File: config.mk
export PLATFORM = sky130hd
export DESIGN_NAME = lnpt_regs
export DESIGN_NICKNAME = d
export VERILOG_FILES = /design/src/rtl/lnpt_pkg.sv /design/src/rtl/lnpt_slot_tick.sv /design/src/rtl/lnpt_regs.sv
export SDC_FILE = /design/constraint.sdc
export NUM_CORES = 1
export LEC_CHECK = 0
export BUFFER_PORTS_ARGS = -buffer_cell sky130_fd_sc_hd__buf_2
export CELL_PAD_IN_SITES_DETAIL_PLACEMENT = 0
export CELL_PAD_IN_SITES_GLOBAL_PLACEMENT = 2
export CORE_AREA = 2 2 163 165
export DETAILED_ROUTE_END_ITERATION = 6
export DIE_AREA = 0 0 165 167
export MAX_ROUTING_LAYER = met4
export PLACE_DENSITY = 0.84
export SYNTH_ARGS = -nofsm -noshare
export SYNTH_HDL_FRONTEND = slang
export SYNTH_SLANG_ARGS = --single-unit
File: constraint.sdc
create_clock -name pclk -period 4.8 [get_ports pclk]
set_clock_uncertainty 0.15 [all_clocks]
set_input_delay 0 -clock pclk [delete_from_list [all_inputs] [get_ports pclk]]
set_output_delay 0 -clock pclk [all_outputs]
set_load 0.1 [all_outputs]
File: src/rtl/lnpt_pkg.sv
// Offsets, field layout, reset values and load map of the config and pause timer bank.
// Assumes a 32-bit APB slave with byte addresses and 16-bit nonvolatile words.
package lnpt_pkg;

    localparam int unsigned ADDR_W = 16;
    localparam int unsigned DATA_W = 32;

    // Register byte offsets
    localparam logic [15:0] OFF_CFG_FOUR  = 16'h0024;
    localparam logic [15:0] OFF_CFG_TWO   = 16'h0030;
    localparam logic [15:0] OFF_PCI_LOC   = 16'h0038;
    localparam logic [15:0] OFF_CFG_THREE = 16'h003c;
    localparam logic [15:0] OFF_PAUSE_VAL = 16'h0170;
    localparam logic [15:0] OFF_REFRESH   = 16'h5f40;

    // Reset values
    localparam logic [31:0] RST_NVM_CFG  = 32'h0000_0000;
    localparam logic [15:0] RST_PAUSE    = 16'h0000;
    localparam logic [15:0] RST_REFRESH  = 16'h0000;
    localparam logic [7:0]  RST_BUS_NUM  = 8'h00;

    // Nonvolatile word numbers: index 0 two, 1 three, 2 four
    localparam int unsigned NVM_REGS = 3;
    localparam logic [7:0] NVM_LO_WORD [NVM_REGS] = '{8'h24, 8'h26, 8'h2a};
    localparam logic [7:0] NVM_HI_WORD [NVM_REGS] = '{8'h25, 8'h27, 8'h2b};
    localparam int unsigned NVM_IDX_FOUR = 2;

    // Field positions
    localparam int unsigned PLL_SHUT_BIT = 29;
    localparam int unsigned PLL_NVM_BIT  = 13;
    localparam int unsigned FUNC_LSB     = 8;
    localparam int unsigned DEV_LSB      = 11;
    localparam int unsigned BUS_LSB      = 16;
    localparam int unsigned HALF_W       = 16;
    localparam logic [2:0]  FUNC_NUM     = 3'h0;
    localparam logic [4:0]  DEV_NUM      = 5'h19;

    // Slot time in byte times
    localparam int unsigned SLOT_BYTES = 64;

    typedef enum logic [2:0] {
        LNPT_SEL_NONE  = 3'b000,
        LNPT_SEL_TWO   = 3'b001,
        LNPT_SEL_THREE = 3'b010,
        LNPT_SEL_FOUR  = 3'b011,
        LNPT_SEL_LOC   = 3'b100,
        LNPT_SEL_PTIME = 3'b101,
        LNPT_SEL_RTHR  = 3'b110
    } lnpt_sel_t;

    typedef enum logic [1:0] {
        LNPT_RF_IDLE  = 2'b00,
        LNPT_RF_COUNT = 2'b01,
        LNPT_RF_WAIT  = 2'b10
    } lnpt_rf_t;

endpackage : lnpt_pkg

File: src/rtl/lnpt_slot_tick.sv
// Slot time tick generator for the flow control timers.
// Assumes byte_tick pulses once per byte time on the link.
`timescale 1ns/1ps
module lnpt_slot_tick #(
    parameter int unsigned SLOT_BYTES = lnpt_pkg::SLOT_BYTES
) (
    // Clock and reset
    input  wire logic pclk,
    input  wire logic presetn,
    // Byte time in, slot time out
    input  wire logic byte_tick,
    output logic      slot_tick
);

    localparam int unsigned CW = $clog2(SLOT_BYTES);
    localparam logic [CW-1:0] LAST = CW'(SLOT_BYTES - 1);

    logic [CW-1:0] byte_cnt_r;

    always_ff @(posedge pclk or negedge presetn) begin
        if (!presetn) begin
            byte_cnt_r <= '0;
        end else if (byte_tick) begin
            byte_cnt_r <= (byte_cnt_r == LAST) ? '0 : byte_cnt_r + 1'b1;
        end
    end

    always_ff @(posedge pclk or negedge presetn) begin
        if (!presetn) begin
            slot_tick <= 1'b0;
        end else begin
            slot_tick <= byte_tick && (byte_cnt_r == LAST);
        end
    end

endmodule : lnpt_slot_tick

File: src/rtl/lnpt_regs.sv
// Config bank loaded from nonvolatile words, PCI location and pause timers.
// Assumes presetn is the LAN power good reset; other resets arrive as sync pulses.
// Assumes a frame builder downstream forms pause frames and reports each XOFF.
`timescale 1ns/1ps
module lnpt_regs #(
    parameter int unsigned SLOT_BYTES = lnpt_pkg::SLOT_BYTES
) (
    // Clock and power good reset
    input  wire logic        pclk,
    input  wire logic        presetn,
    // APB slave
    input  wire logic        psel,
    input  wire logic        penable,
    input  wire logic        pwrite,
    input  wire logic [15:0] paddr,
    input  wire logic [31:0] pwdata,
    input  wire logic [3:0]  pstrb,
    output logic             pready,
    output logic [31:0]      prdata,
    output logic             pslverr,
    // Nonvolatile word loader
    input  wire logic        nvm_load_valid,
    input  wire logic [7:0]  nvm_load_word,
    input  wire logic [15:0] nvm_load_data,
    // PCI side events
    input  wire logic        pci_reset_pulse,
    input  wire logic        d3_to_d0_pulse,
    input  wire logic        cfg_type0_wr,
    input  wire logic [7:0]  cfg_bus_num,
    // Low power link state
    input  wire logic        link_up_gig,
    input  wire logic        pll_shut_req,
    output logic             pll_shut_ok,
    // Flow control
    input  wire logic        byte_tick,
    input  wire logic        pause_cond,
    input  wire logic        xoff_sent,
    output logic             refresh_xoff_req,
    output logic [15:0]      pause_time_field
);

    // Address decode shared by read and write paths
    function automatic lnpt_pkg::lnpt_sel_t reg_sel(input logic [15:0] addr);
        lnpt_pkg::lnpt_sel_t s;
        s = lnpt_pkg::LNPT_SEL_NONE;
        if (addr == lnpt_pkg::OFF_CFG_TWO) begin
            s = lnpt_pkg::LNPT_SEL_TWO;
        end else if (addr == lnpt_pkg::OFF_CFG_THREE) begin
            s = lnpt_pkg::LNPT_SEL_THREE;
        end else if (addr == lnpt_pkg::OFF_CFG_FOUR) begin
            s = lnpt_pkg::LNPT_SEL_FOUR;
        end else if (addr == lnpt_pkg::OFF_PCI_LOC) begin
            s = lnpt_pkg::LNPT_SEL_LOC;
        end else if (addr == lnpt_pkg::OFF_PAUSE_VAL) begin
            s = lnpt_pkg::LNPT_SEL_PTIME;
        end else if (addr == lnpt_pkg::OFF_REFRESH) begin
            s = lnpt_pkg::LNPT_SEL_RTHR;
        end
        return s;
    endfunction : reg_sel

    // Byte lane merge for a write
    function automatic logic [31:0] merge_strb(
        input logic [31:0] old_v,
        input logic [31:0] new_v,
        input logic [3:0]  strb
    );
        logic [31:0] m;
        m = old_v;
        for (int b = 0; b < 4; b++) begin
            if (strb[b]) begin
                m[b*8 +: 8] = new_v[b*8 +: 8];
            end
        end
        return m;
    endfunction : merge_strb

    lnpt_pkg::lnpt_sel_t sel;
    logic                wr_fire;
    logic [31:0]         nvm_cfg_r [lnpt_pkg::NVM_REGS];
    logic [7:0]          bus_num_r;
    logic [15:0]         ptime_r;
    logic [15:0]         rthr_r;
    logic [31:0]         rd_nxt;
    logic [31:0]         loc_word;
    logic                slot_tick;
    logic                gig_gate;

    assign sel     = reg_sel(paddr);
    // Write lands only at the completing access edge
    assign wr_fire = psel && penable && pready && pwrite;
    // Location register has no write path; such a write ends without error

    // APB answer: one wait-free access phase after every setup
    // No wait states: every register reads from flops or constants
    always_ff @(posedge pclk or negedge presetn) begin
        if (!presetn) begin
            pready <= 1'b0;
        end else begin
            pready <= psel && !penable;
        end
    end

    // Unmapped address: error answer, no state changes
    always_ff @(posedge pclk or negedge presetn) begin
        if (!presetn) begin
            pslverr <= 1'b0;
        end else begin
            pslverr <= psel && !penable && (sel == lnpt_pkg::LNPT_SEL_NONE);
        end
    end

    // Captured at setup, held through the access phase and after
    always_ff @(posedge pclk or negedge presetn) begin
        if (!presetn) begin
            prdata <= 32'h0000_0000;
        end else if (psel && !penable && !pwrite) begin
            prdata <= rd_nxt;
        end
    end

    // Fixed function and device numbers beside the captured bus number
    always_comb begin
        loc_word = 32'h0000_0000;
        loc_word[lnpt_pkg::FUNC_LSB +: 3] = lnpt_pkg::FUNC_NUM;
        loc_word[lnpt_pkg::DEV_LSB +: 5]  = lnpt_pkg::DEV_NUM;
        loc_word[lnpt_pkg::BUS_LSB +: 8]  = bus_num_r;
    end

    always_comb begin
        rd_nxt = 32'h0000_0000;
        case (sel)
            lnpt_pkg::LNPT_SEL_TWO: begin
                rd_nxt = nvm_cfg_r[0];
            end
            lnpt_pkg::LNPT_SEL_THREE: begin
                rd_nxt = nvm_cfg_r[1];
            end
            lnpt_pkg::LNPT_SEL_FOUR: begin
                rd_nxt = nvm_cfg_r[2];
            end
            lnpt_pkg::LNPT_SEL_LOC: begin
                rd_nxt = loc_word;
            end
            lnpt_pkg::LNPT_SEL_PTIME: begin
                rd_nxt = {16'h0000, ptime_r};
            end
            lnpt_pkg::LNPT_SEL_RTHR: begin
                rd_nxt = {16'h0000, rthr_r};
            end
            default: begin
                rd_nxt = 32'h0000_0000;
            end
        endcase
    end

    // Nonvolatile-loaded config registers; a load beats a software write
    // in the same cycle so the loader image is never half overwritten.
    // Software writes merge by byte lane; reserved bits keep what is written.
    for (genvar i = 0; i < lnpt_pkg::NVM_REGS; i++) begin : g_nvm_cfg
        lnpt_pkg::lnpt_sel_t my_sel;
        logic                ld_lo;
        logic                ld_hi;

        assign my_sel = (i == 0) ? lnpt_pkg::LNPT_SEL_TWO
                      : (i == 1) ? lnpt_pkg::LNPT_SEL_THREE
                      : lnpt_pkg::LNPT_SEL_FOUR;
        assign ld_lo  = nvm_load_valid && (nvm_load_word == lnpt_pkg::NVM_LO_WORD[i]);
        assign ld_hi  = nvm_load_valid && (nvm_load_word == lnpt_pkg::NVM_HI_WORD[i]);

        // Only the power good reset reaches these flops
        always_ff @(posedge pclk or negedge presetn) begin
            if (!presetn) begin
                nvm_cfg_r[i] <= lnpt_pkg::RST_NVM_CFG;
            end else if (ld_lo) begin
                nvm_cfg_r[i][0 +: lnpt_pkg::HALF_W] <= nvm_load_data;
            end else if (ld_hi) begin
                // Bit 13 of the high word lands on bit 29
                nvm_cfg_r[i][lnpt_pkg::HALF_W +: lnpt_pkg::HALF_W] <= nvm_load_data;
            end else if (wr_fire && (sel == my_sel)) begin
                nvm_cfg_r[i] <= merge_strb(nvm_cfg_r[i], pwdata, pstrb);
            end
        end
    end

    // Bus number: clears win over a capture in the same cycle
    // Otherwise a capture racing a PCI reset would outlive that reset
    always_ff @(posedge pclk or negedge presetn) begin
        if (!presetn) begin
            bus_num_r <= lnpt_pkg::RST_BUS_NUM;
        end else if (pci_reset_pulse || d3_to_d0_pulse) begin
            bus_num_r <= lnpt_pkg::RST_BUS_NUM;
        end else if (cfg_type0_wr) begin
            bus_num_r <= cfg_bus_num;
        end
    end

    // Pause time value, low half only is storage
    // Upper half is not stored, so it always reads zero
    always_ff @(posedge pclk or negedge presetn) begin
        if (!presetn) begin
            ptime_r <= lnpt_pkg::RST_PAUSE;
        end else if (wr_fire && (sel == lnpt_pkg::LNPT_SEL_PTIME)) begin
            ptime_r <= 16'(merge_strb({16'h0000, ptime_r}, pwdata, pstrb));
        end
    end

    // Refresh threshold, low half only is storage
    always_ff @(posedge pclk or negedge presetn) begin
        if (!presetn) begin
            rthr_r <= lnpt_pkg::RST_REFRESH;
        end else if (wr_fire && (sel == lnpt_pkg::LNPT_SEL_RTHR)) begin
            rthr_r <= 16'(merge_strb({16'h0000, rthr_r}, pwdata, pstrb));
        end
    end

    // Frame builder samples this for hardware and software pause frames;
    // a resume frame needs software to have written zero first.
    // Seen one cycle after the write lands
    always_ff @(posedge pclk or negedge presetn) begin
        if (!presetn) begin
            pause_time_field <= lnpt_pkg::RST_PAUSE;
        end else begin
            pause_time_field <= ptime_r;
        end
    end

    // PLL shutdown approval in the low power link state
    // Gate only at gigabit speed while the loaded enable bit is clear
    assign gig_gate = link_up_gig
        && !nvm_cfg_r[lnpt_pkg::NVM_IDX_FOUR][lnpt_pkg::PLL_SHUT_BIT];

    always_ff @(posedge pclk or negedge presetn) begin
        if (!presetn) begin
            pll_shut_ok <= 1'b0;
        end else begin
            pll_shut_ok <= pll_shut_req && !gig_gate;
        end
    end

    // One slot time paces every flow control timer here

    lnpt_slot_tick #(
        .SLOT_BYTES (SLOT_BYTES)
    ) u_slot (
        .pclk      (pclk),
        .presetn   (presetn),
        .byte_tick (byte_tick),
        .slot_tick (slot_tick)
    );

    // Refresh shadow counter and its small control machine
    lnpt_pkg::lnpt_rf_t rf_state_r;
    lnpt_pkg::lnpt_rf_t rf_state_nxt;
    logic [15:0]        shadow_r;
    logic               refresh_on;
    logic               at_thresh;

    // Zero threshold parks the machine in idle
    assign refresh_on = (rthr_r != 16'h0000);
    assign at_thresh  = (shadow_r == rthr_r);

    always_comb begin
        rf_state_nxt = rf_state_r;
        case (rf_state_r)
            lnpt_pkg::LNPT_RF_IDLE: begin
                // Arms on the next XOFF; a threshold written mid-pause waits
                if (xoff_sent && refresh_on) begin
                    rf_state_nxt = lnpt_pkg::LNPT_RF_COUNT;
                end
            end
            lnpt_pkg::LNPT_RF_COUNT: begin
                if (!refresh_on || !pause_cond) begin
                    rf_state_nxt = lnpt_pkg::LNPT_RF_IDLE;
                end else if (xoff_sent) begin
                    rf_state_nxt = lnpt_pkg::LNPT_RF_COUNT;
                end else if (at_thresh) begin
                    rf_state_nxt = lnpt_pkg::LNPT_RF_WAIT;
                end
            end
            lnpt_pkg::LNPT_RF_WAIT: begin
                // Hold one request until the XOFF actually leaves
                if (!refresh_on || !pause_cond) begin
                    rf_state_nxt = lnpt_pkg::LNPT_RF_IDLE;
                end else if (xoff_sent) begin
                    rf_state_nxt = lnpt_pkg::LNPT_RF_COUNT;
                end
            end
            default: begin
                rf_state_nxt = lnpt_pkg::LNPT_RF_IDLE;
            end
        endcase
    end

    always_ff @(posedge pclk or negedge presetn) begin
        if (!presetn) begin
            rf_state_r <= lnpt_pkg::LNPT_RF_IDLE;
        end else begin
            rf_state_r <= rf_state_nxt;
        end
    end

    // Counts slots, not bytes; restarts on every XOFF
    // Holds at the threshold so one XOFF yields at most one request
    always_ff @(posedge pclk or negedge presetn) begin
        if (!presetn) begin
            shadow_r <= 16'h0000;
        end else if (xoff_sent || rf_state_r == lnpt_pkg::LNPT_RF_IDLE) begin
            shadow_r <= 16'h0000;
        end else if (rf_state_r == lnpt_pkg::LNPT_RF_COUNT && slot_tick && !at_thresh) begin
            shadow_r <= shadow_r + 16'h0001;
        end
    end

    // One-cycle request, one cycle after the counter reaches the threshold
    always_ff @(posedge pclk or negedge presetn) begin
        if (!presetn) begin
            refresh_xoff_req <= 1'b0;
        end else begin
            refresh_xoff_req <= (rf_state_r == lnpt_pkg::LNPT_RF_COUNT)
                && (rf_state_nxt == lnpt_pkg::LNPT_RF_WAIT);
        end
    end

endmodule : lnpt_regs

==> results of run 1 <==
what timing repair did:
| action | in CTS | in global routing |
|---|---|---|
| setup buffers | 0 | 0 |
| hold endpoints to repair | 236 | 0 |
| endpoints found under the setup margin | 0 | 0 |
| hold buffers | 111 | 0 |
cell families (layout without fill, tap and decap cells):
logic type,Yosys count,after routing,synth area share [%]
other,0,1,0
xor gates and xnor gates,27,27,2.390
muxes,98,98,10.33
and+or+nand+nor,345,345,16.20
AOI/OAI and AO/OA,225,225,14.58
buffers and inverters,56,324,2.289
DFF,213,213,53.86
adders and majority gates,3,3,0.3540
per-layer routing:
layer  track usage (%)  share of wire (%)
met2             36.20                 46
met5                 -                  0
met3             2.540                5.2
met4             5.633                2.3
met1             32.27                 47
power by group:
group          internal, mW  switching, mW
clock                  1.14          0.752
sequential             1.88         0.0602
combinational         0.177          0.187
tightest hold or removal path, cell delays in order:
cell and delay, ns:
buf_2 0.23, mux2i_1 0.17, nor2_1 0.09, a221oi_1 0.05, o21ai_0 0.13
sequential cells by signal, summed over array words and instances, names as in the netlist:
register,count
nvm_cfg_r,96
ptime_r,16
bus_num_r,8
pll_shut_ok,1
u_slot.slot_tick,1
u_slot.byte_cnt_r,6
rthr_r,16
rf_state_r,2
refresh_xoff_req,1
pause_time_field,16
prdata,32
pslverr,1
pready,1
shadow_r,16
cells in the final DEF, fill, tap and decap left out, types with 4 or more instances in the layout:
master         Yosys  routed
nand2b_1           5       4
clkbuf_16          0      25
nand4_1           11      11
or4_1              8       8
o21ai_0           52      52
a31oi_1           18      18
nor4_1            12      10
dfrtp_1          213     213
a222oi_1          15      15
a22oi_1           13      13
a21o_1            15      15
and2_1             5       5
inv_1              6       6
buf_4              0      14
a221oi_1          13      13
nor2_1           129     129
clkinv_2           0       5
a21oi_1           38      38
mux2_2            33      33
dlygate4sd3_1      0     110
buf_2             13     148
a22o_1             4       4
mux2i_1           65      65
xor2_1            24      24
or3_1              4       4
and3_1             9       9
o22ai_1           33      33
nand2_1          113     113
clkbuf_8           0       9
o21ai_1           11      11
o31ai_1            6       6
nand3_1           18      18
stage by stage:
stage | power (mW) | utilization, % | instances
after global placement | 2.258 | 42.83 | 1416
after global routing | 4.365 | 50.39 | 1571
after floorplan | 2.109 | - | 967
after detailed placement | 2.264 | 42.83 | 1416
final | 4.197 | 50.39 | 1571
after CTS | 4.231 | 50.38 | 1570
worst paths after layout:
check | from | to | slack (ns)
worst max-delay path | paddr[13] | prdata[0] | 1.36
worst min-delay path | paddr[2] | prdata[21] | 0.04
worst max register to register | pready | nvm_cfg_r[93] | 2.17
worst min register to register | ptime_r[11] | pause_time_field[11] | 0.26
max in group asynchronous | presetn | shadow_r[13] | 3.36
min in group asynchronous | presetn | prdata[29] | 0.46
final cells by class:
| class | count | area, µm² |
|---|---|---|
| Antenna cell | 1 | 2.502 |
| Inverter | 6 | 22.52 |
| Multi-Input combinational cell | 698 | 4382 |
| Clock inverter | 6 | 55.05 |
| Fill cell | 2386 | 12780 |
| Timing Repair Buffer | 275 | 2009 |
| Tap cell | 335 | 419.2 |
| Clock buffer | 37 | 760.7 |
| Sequential cell | 213 | 5330 |
==> qor.yml, run 1 <==
timing:
  finalWorstSetupSlack_ns: 1.365
  finalSetupViolCount: 0
  post-route-min-period_ns: 3.435
  hold_slack_ns: 0.04092
  worstMarginPinSlew_ns: 1.212
  period_share_pct: 71.56
  slew_headroom_pct: 18.69
  max_freq_ghz: 0.2911
  hold_viol: 0
  setup_tns_ns: 0
  final-max-slew-violation-count: 0
  rsz0062_at_grt: "false"
grt:
  grt_pass1_vias: 8501
  antenna_found_initial: 1
  gr-usage-all-layers_pct: 23.13
  grt_pass1_wl_mm: 48.14
  grt_max_degree: 137
  grt.overflow.total: 0
drt:
  finalWirelength_mm: 30.69
  avgViaCountPerCell: 5.387
  ant_nets: 0
  drt_pass1_iterations: 5
  drt_iter0_markers: 683
  drc: 0
  vias: 8463
  wl_per_cell_um: 19.53
layout:
  final_nets: 1319
  fin_area_um2: 12980
  area_delta_synth_final_pct: 31.18
  layout-drive-gt1-share_pct: 20.49
hold_path:
  min_path_cells: 5
  hold_path_class: "in2reg"
die:
  core_area_um2: 25760
  dieArea_um2: 27560
  die_h_um: 167
  core.rowCount: 59
  die_w_um: 165
  start_util_pct: 38.41
  ios: 150
clock_tree:
  numCtsBuffers: 25
  cts_tree: "built"
  clk_pin_slew_worst_paths_ns: 0.06
  clock_path_buffers: 3
  root_buffer: "clkbuf_16"
  ctsResizeCount: 0
  clk_latency_ns: 0.52
  htree_num_levels: 1
  cts_sinks: 213
critical_path:
  path_buf_inv: 3
  crit_cells: 9
  cp.required_ns: 5.10
  ff2ff_path_depth: 6
  end_kind: "flip-flop"
  crit_slowest_cell: "or4b_1"
  crit_chain: "dlygate4sd3_1 > buf_2 > or4_1 > or4b_1 > nor2_1 > buf_4 > a22oi_1 > a21oi_1 > a21o_1"
  arrival_ns: 3.74
  path_class: "in2reg"
  crit_family: "simple AND/OR/NAND/NOR gates"
  max_stage_delay_ns: 0.85
  worst_setup_path_start_kind: "primary input"
  crit_fanout: 13
logic_synthesis:
  syn_avg_cell_area_um2: 10.23
  synth_area_leaders: "dfrtp_1, mux2i_1, nor2_1, nand2_1, mux2_2"
  syn_area_um2: 9896
  synth_seq_area_share_pct: 53.86
  syn_nets: 1067
  netlist_top_cells_count: "dfrtp_1, nor2_1, nand2_1"
  synth_edf_count: 0
  yosysTopAreaCell: "dfrtp_1"
  ys.flop_type: "dfrtp_1"
  synth-seq-cells: 213
  yosysMostFrequentCell: "dfrtp_1"
  synth_top_area_share_pct: 53.86
  ys_types: 50
  synth-async-reset-ratio_pct: 100.0
  syn_inst: 967
  yosys_warnings: 0
power_and_ir_drop:
  p_leak_nw: 6.452
  worst_ir_drop_vdd_uv: 180.8
  powerDensity_nw_per_um2: 323.3
placement:
  place_hpwl_mm: 19.98
  placed_area_um2: 11030
  gp_congestion: 0.7967
  io_buffer_count: 149
  preCtsSetupSlack_ns: 1.392
run:
  max-cap-violations: 0
outcome:
  status: "finished, final reports clean"
(Power assumes the default switching activity.)
==> run 2: changes to the inputs <==
- CORE_AREA: 2 2 163 165 -> 2 2 177 179
- DIE_AREA: 0 0 165 167 -> 0 0 179 181
- PLACE_DENSITY: 0.84 -> 0.75
- clock period: 4.8 -> 3.09 ns (I/O delays scaled with it)
==> run 2 against run 1 <==
Against the previous run: die area up 18%; non-clock buffer count grew 26; register-to-register slack got worse by 1.6 ns; combinational power grew 59%; utilization down 6.4 points; worst hold slack improved by 0.032 ns; critical path type unchanged; largest power group unchanged.
==> qor.yml, run 2 (same netlist as run 1, synthesis figures left out) <==
outcome:
  status: "finished, final reports clean"
critical_path:
  ff2ff_path_depth: 5  # -1
  crit_fanout: 20  # +7
  max_stage_delay_ns: 0.72  # -0.13 ns
  crit_path_start: "paddr[2]"
  rr_startpoint: "pready"
  path_class: "in2reg"
  regToRegEndpoint: "rthr_r[0]"
  worst_setup_path_start_kind: "primary input"
  cp_common_cell: "dlygate4sd3_1"
  crit_chain: "dlygate4sd3_1 > buf_2 > or4b_2 > nor4_2 > buf_12 > and3_1 > buf_4 > mux2_2 > dlygate4sd3_1"
  crit_slowest_cell: "or4b_2"
  r2r_slack_ns: 0.58  # -1.59 ns
  arrival_ns: 3.21  # -0.53 ns
  end_kind: "flip-flop"
  cp.required_ns: 3.33  # -1.77 ns
power_and_ir_drop:
  p_switching_mw: 1.589  # +59%
  p_int_mw: 5.016  # +57%
  power_frac_seq_pct: 45.7  # -0.6 points
  netSwitchingFraction_pct: 24.05  # +0.26 points
  p_clk_share_pct: 45.6  # +0.6 points
  p_leak_nw: 6.608  # +2.4%
  powerDensity_nw_per_um2: 495.2  # +53%
  p_total_mw: 6.605  # +57%
  worst_ir_drop_vdd_uv: 295.8  # +64%
  pwr-share-comb_pct: 8.7  # about the same
hold_path:
  min_to: "nvm_cfg_r[31]"
  min_from: "nvm_load_word[2]"
  min_path_cells: 5  # unchanged
  hold_path_class: "in2reg"
layout:
  largest_reg_flops: 96  # unchanged
  final_nets: 1345  # +2.0%
  final_common_cell: "dfrtp_1"
  area_delta_synth_final_pct: 34.80
  layout-drive-gt1-share_pct: 22.09  # +1.6 points
  layout.cells.non_filler: 1659  # +5.6%
  reg_top3: "nvm_cfg_r (96), prdata (32)"
  final_cell_mix: "dfrtp_1, buf_2, nor2_1, dlygate4sd3_1, nand2_1"
  largest-register: "nvm_cfg_r"
  antenna_cells: 0  # -1
timing:
  period_share_pct: 95.93
  final-max-slew-violation-count: 0  # unchanged
  finalWorstSetupSlack_ns: 0.1258  # -1.239 ns
  slew_headroom_pct: 18.69  # about the same
  hold_viol: 0  # unchanged
  worstMarginPinSlew_ns: 1.212  # -0.00002807 ns
  hold_slack_ns: 0.07289  # +0.03197 ns
  max_freq_ghz: 0.3374
  rsz0062_at_grt: "false"
  finalSetupViolCount: 0  # unchanged
  post-route-min-period_ns: 2.964
  setup_tns_ns: 0  # unchanged
clock_tree:
  clk_latency_ns: 0.52  # about the same
  htree_num_levels: 1  # unchanged
  clock_path_buffers: 3  # unchanged
  root_buffer: "clkbuf_16"
  postCtsSetupBuffers: 0  # unchanged
  cts_tree: "built"
  numCtsBuffers: 25  # unchanged
  cts_sinks: 213  # unchanged
  clk_pin_slew_worst_paths_ns: 0.06  # about the same
drt:
  avgViaCountPerCell: 5.169  # -4.1%
  vias: 8575  # +1.3%
  drt_iter0_markers: 454  # -34%
  wl_per_cell_um: 19.50  # -0.18%
  drc: 0  # unchanged
  ant_nets: 0  # unchanged
  finalWirelength_mm: 32.35  # +5.4%
  drt_pass1_iterations: 5  # unchanged
die:
  die_h_um: 181  # +8.4%
  start_util_pct: 32.61  # -5.8 points
  ios: 150  # unchanged
  core_area_um2: 30350  # +18%
  core.rowCount: 64  # +8.5%
  die_w_um: 179  # +8.5%
  dieArea_um2: 32400  # +18%
grt:
  gr-usage-all-layers_pct: 20.83  # -2.3 points
  antenna_found_initial: 0  # -1
  grt.overflow.total: 0  # unchanged
  grt_pass1_vias: 8700  # +2.3%
  grt_pass1_wl_mm: 50.76  # +5.4%
  grt_max_degree: 61  # -55%
placement:
  gp_congestion: 0.7748  # -2.7%
  place_hpwl_mm: 21.64  # +8.3%
  io_buffer_count: 149  # unchanged
  preCtsSetupSlack_ns: 0.3453  # -1.046 ns
  dpl.cell_count: 1499  # +5.9%
run:
  max-cap-violations: 0  # unchanged
[run 2: cell count changes in the layout (fill, tap and decap cells not counted), moves of 2 or more]
cell and delta:
dlygate4sd3_1 +4, buf_4 +17, buf_12 +6, clkbuf_8 -2
clkinv_2 +4
[run 2: cell type report]
class	instances	area [µm²]
inverter	6	22.52
sequential	213	5330
clock buffer	34	729.5
tap	396	495.5
fill	2961	17010
multi-input combinational	698	4387
clock inverter	11	105.1
timing repair buffer	301	2270
[run 2: critical path, delay by kind of cell]
family	cells	cell delay, ns
buffers and inverters	5	1.67
AND/OR/NAND/NOR	3	1.17
multiplexers	1	0.35
[run 2: power by group through the flow]
stage          clock network [mW]  logic [mW]  registers (mW)
5_1_grt                      3.18       0.647            3.03
3_5_place_dp                    0       0.465            3.07
4_1_cts                      3.08       0.584            3.02
2_1_floorplan                   0       0.217            3.06
3_3_place_gp                    0       0.453            3.07
6_report                     3.01       0.577            3.02
[run 2: worst max path at each step]
stage	end	slack (ns)
floorplan	rthr_r[0]	0.21
global placement	nvm_cfg_r[37]	0.39
detailed placement	nvm_cfg_r[39]	0.35
CTS	nvm_cfg_r[91]	0.05
global route	nvm_cfg_r[90]	0.02
finish	ptime_r[1]	0.13
[run 2: stage by stage]
step	util, %	cell area (µm²)
detailed placement	37.36	11340
global route	43.95	13340
finish	43.95	13340
CTS	43.94	13330
global placement	37.36	11340
floorplan	-	9896
[run 2: what timing repair did]
action,CTS,global route
hold endpoints to repair,390,0
hold buffers,115,0
endpoints found under the setup margin,0,11
gates resized for setup,0,2
[run 2: routing by layer]
layer | global-route usage (%) | part of all wire, %
met5 | - | 0
met1 | 28.62 | 46
met2 | 33.58 | 48
met3 | 1.684 | 4.5
met4 | 4.585 | 1.7
==> run 3: changes to the inputs <==
==> constraint.sdc (replaced) <==
create_clock -name pclk -period 3.09 [get_ports pclk]
set_clock_uncertainty 0.15 [all_clocks]
set_input_delay 0.4635 -clock pclk [delete_from_list [all_inputs] [get_ports pclk]]
set_output_delay 0.4635 -clock pclk [all_outputs]
set_load 0.1 [all_outputs]
==> run 3 against run 2 <==
Against the previous run: clock power hardly changed; fmax is 18% higher; power is 1.8% lower; global-route usage is 0.73 points lower; routed wire length is 3.4% lower; non-clock buffer count is 96 lower; sequential share of layout area is 3.2 points higher; critical path depth stayed put; highest routed layer unchanged.
==> qor.yml, run 3 (same netlist as run 1, synthesis figures left out) <==
die:
  dieArea_um2: 32400  # unchanged
  ios: 150  # unchanged
  die_w_um: 179  # unchanged
  start_util_pct: 32.61  # unchanged
  core_area_um2: 30350  # unchanged
  core.rowCount: 64  # unchanged
  die_h_um: 181  # unchanged
clock_tree:
  cts_tree: "built"
  ctsResizeCount: 0  # unchanged
  root_buffer: "clkbuf_16"
  postCtsSetupBuffers: 0  # unchanged
  clk_latency_ns: 0.53  # about the same
  clk_pin_slew_worst_paths_ns: 0.06  # about the same
  numCtsBuffers: 26  # +4.0%
  hold_buffers: 2  # -98%
  cts_sinks: 213  # unchanged
  clock_path_buffers: 3  # unchanged
  htree_num_levels: 1  # unchanged
layout:
  area_delta_synth_final_pct: 24.84
  largest-register: "nvm_cfg_r"
  antenna_cells: 0  # unchanged
  multi_input_area_um2: 4382  # -0.11%
  regArea_um2: 5330  # unchanged
  fill_cells: 3069  # +3.6%
  largest_reg_flops: 96  # unchanged
  layout-drive-gt1-share_pct: 24.66  # +2.6 points
  reg_top3: "nvm_cfg_r (96), prdata (32)"
  layout.cells.non_filler: 1564  # -5.7%
  final_common_cell: "dfrtp_1"
  final_nets: 1250  # -7.1%
  final_cell_mix: "dfrtp_1, buf_2, nor2_1, nand2_1, mux2i_1"
placement:
  place_hpwl_mm: 21.91  # +1.2%
  io_buffer_count: 149  # unchanged
  gp_congestion: 0.8025  # +3.6%
  dpl.cell_count: 1516  # +1.1%
timing:
  finalSetupViolCount: 0  # unchanged
  max_freq_ghz: 0.3972  # +18%
  setup_tns_ns: 0  # unchanged
  hold_viol: 0  # unchanged
  post-route-min-period_ns: 2.518  # -0.4465 ns
  rsz0062_at_grt: "false"
  hold_slack_ns: 0.02513  # -0.04776 ns
  slew_headroom_pct: 29.95  # +11 points
  final-max-slew-violation-count: 0  # unchanged
  period_share_pct: 81.48  # -14 points
  worstMarginPinSlew_ns: 1.044  # -0.1678 ns
drt:
  avgViaCountPerCell: 5.188  # +0.37%
  vias: 8114  # -5.4%
  drt_iter0_markers: 512  # +13%
  met3_length_mm: 1.560  # +8.1%
  wl_met2_mm: 14.24  # -8.5%
  m1WireLength_mm: 14.68  # -0.80%
  top_layer_used: "met4"
  drc: 0  # unchanged
  finalWirelength_mm: 31.26  # -3.4%
  wl_per_cell_um: 19.98  # +2.5%
  drt_pass1_iterations: 6  # +1
  ant_nets: 0  # unchanged
grt:
  antenna_found_initial: 0  # unchanged
  grt_max_degree: 66  # +8.2%
  gr-usage-all-layers_pct: 20.10  # -0.73 points
  grt_pass1_vias: 8166  # -6.1%
  grt.overflow.total: 0  # unchanged
  grt_pass1_wl_mm: 48.86  # -3.7%
critical_path:
  crit_slowest_cell: "or4_1"
  path_class: "in2reg"
  cp.required_ns: 3.40  # +0.07 ns
  arrival_ns: 2.83  # -0.38 ns
  crit_family: "simple AND/OR/NAND/NOR gates"
  max_stage_delay_ns: 0.63  # -0.09 ns
  path_buf_inv: 3  # -2
  rr_startpoint: "rthr_r[12]"
  worst_setup_path_start_kind: "primary input"
  cp_common_cell: "buf_4"
  crit_path_start: "paddr[10]"
  end_kind: "flip-flop"
  crit_chain: "buf_2 > or4_1 > buf_4 > nor4b_1 > or2_2 > o41ai_4 > buf_4 > a21oi_1 > a21o_1"
  crit_fanout: 16  # -20%
power_and_ir_drop:
  worst_ir_drop_vdd_uv: 308.1  # +4.1%
  p_total_mw: 6.486  # -1.8%
  p_leak_nw: 6.146  # -7.0%
  powerDensity_nw_per_um2: 525.0  # +6.0%
run:
  max-cap-violations: 0  # unchanged
hold_path:
  min_from: "cfg_bus_num[0]"
  hold_path_class: "in2reg"
outcome:
  status: "finished, final reports clean"
## run 3: cell types whose count changed in the layout (fill, tap and decap cells not counted), sizes merged
cell,before,now
bufinv,2,1
clkinv,9,2
clkinvlp,0,2
buf,187,203
clkbuf,34,41
dlygate4sd3,114,2
## run 3: where the power goes
group / internal, mW / total [mW] / switching, mW
clock: 1.82 / 3.00 / 1.18
combinational: 0.186 / 0.463 / 0.277
sequential: 2.93 / 3.02 / 0.0939
total: 4.93 / 6.49 / 1.55
## run 3: final timing paths
path / to / slack [ns] / depth (start not counted)
max in group asynchronous: nvm_cfg_r[3] / 1.77 / 3
worst min-delay path: bus_num_r[0] / 0.03 / 3
min in group asynchronous: bus_num_r[4] / 0.32 / 2
worst max register to register: shadow_r[6] / 0.62 / 6
worst max-delay path: prdata[9] / 0.57 / 9
worst min register to register: pause_time_field[10] / 0.25 / 0
## run 3: stage by stage
stage               setup WS (ns)  area, µm²  utilization (%)
floorplan                  0.2096       9896                -
global placement           0.1362      11490            37.86
detailed placement        0.07552      11490            37.86
CTS                        0.5762      12350            40.71
global route               0.3680      12350            40.71
finish                     0.5723      12350            40.71
## run 3: area by class of cell
type / instances / share of cell area [%]
inverters: 6 / 0.1823
multi-input cells: 698 / 35.47
flip-flops and latches: 213 / 43.14
well taps: 396 / 4.011
repair buffers: 205 / 10.37
clock buffers: 41 / 6.380
clock inverters: 5 / 0.4456
## run 3: per-layer routing
metal / vias to the layer above / GRT usage, %
met4: 0 / 5.138
met1: 3953 / 28.51
met2: 230 / 30.66
li1: 3886 / -
met3: 45 / 2.125
met5: - / -
## run 3: worst reg2reg max path: cells and delay by family, from the launching register on
kind / cells / cell delay, ns
and+or+nand+nor: 4 / 1.44
AOI/OAI and AO/OA: 1 / 0.06
xor gates and xnor gates: 1 / 0.19
DFF: 1 / 0.46
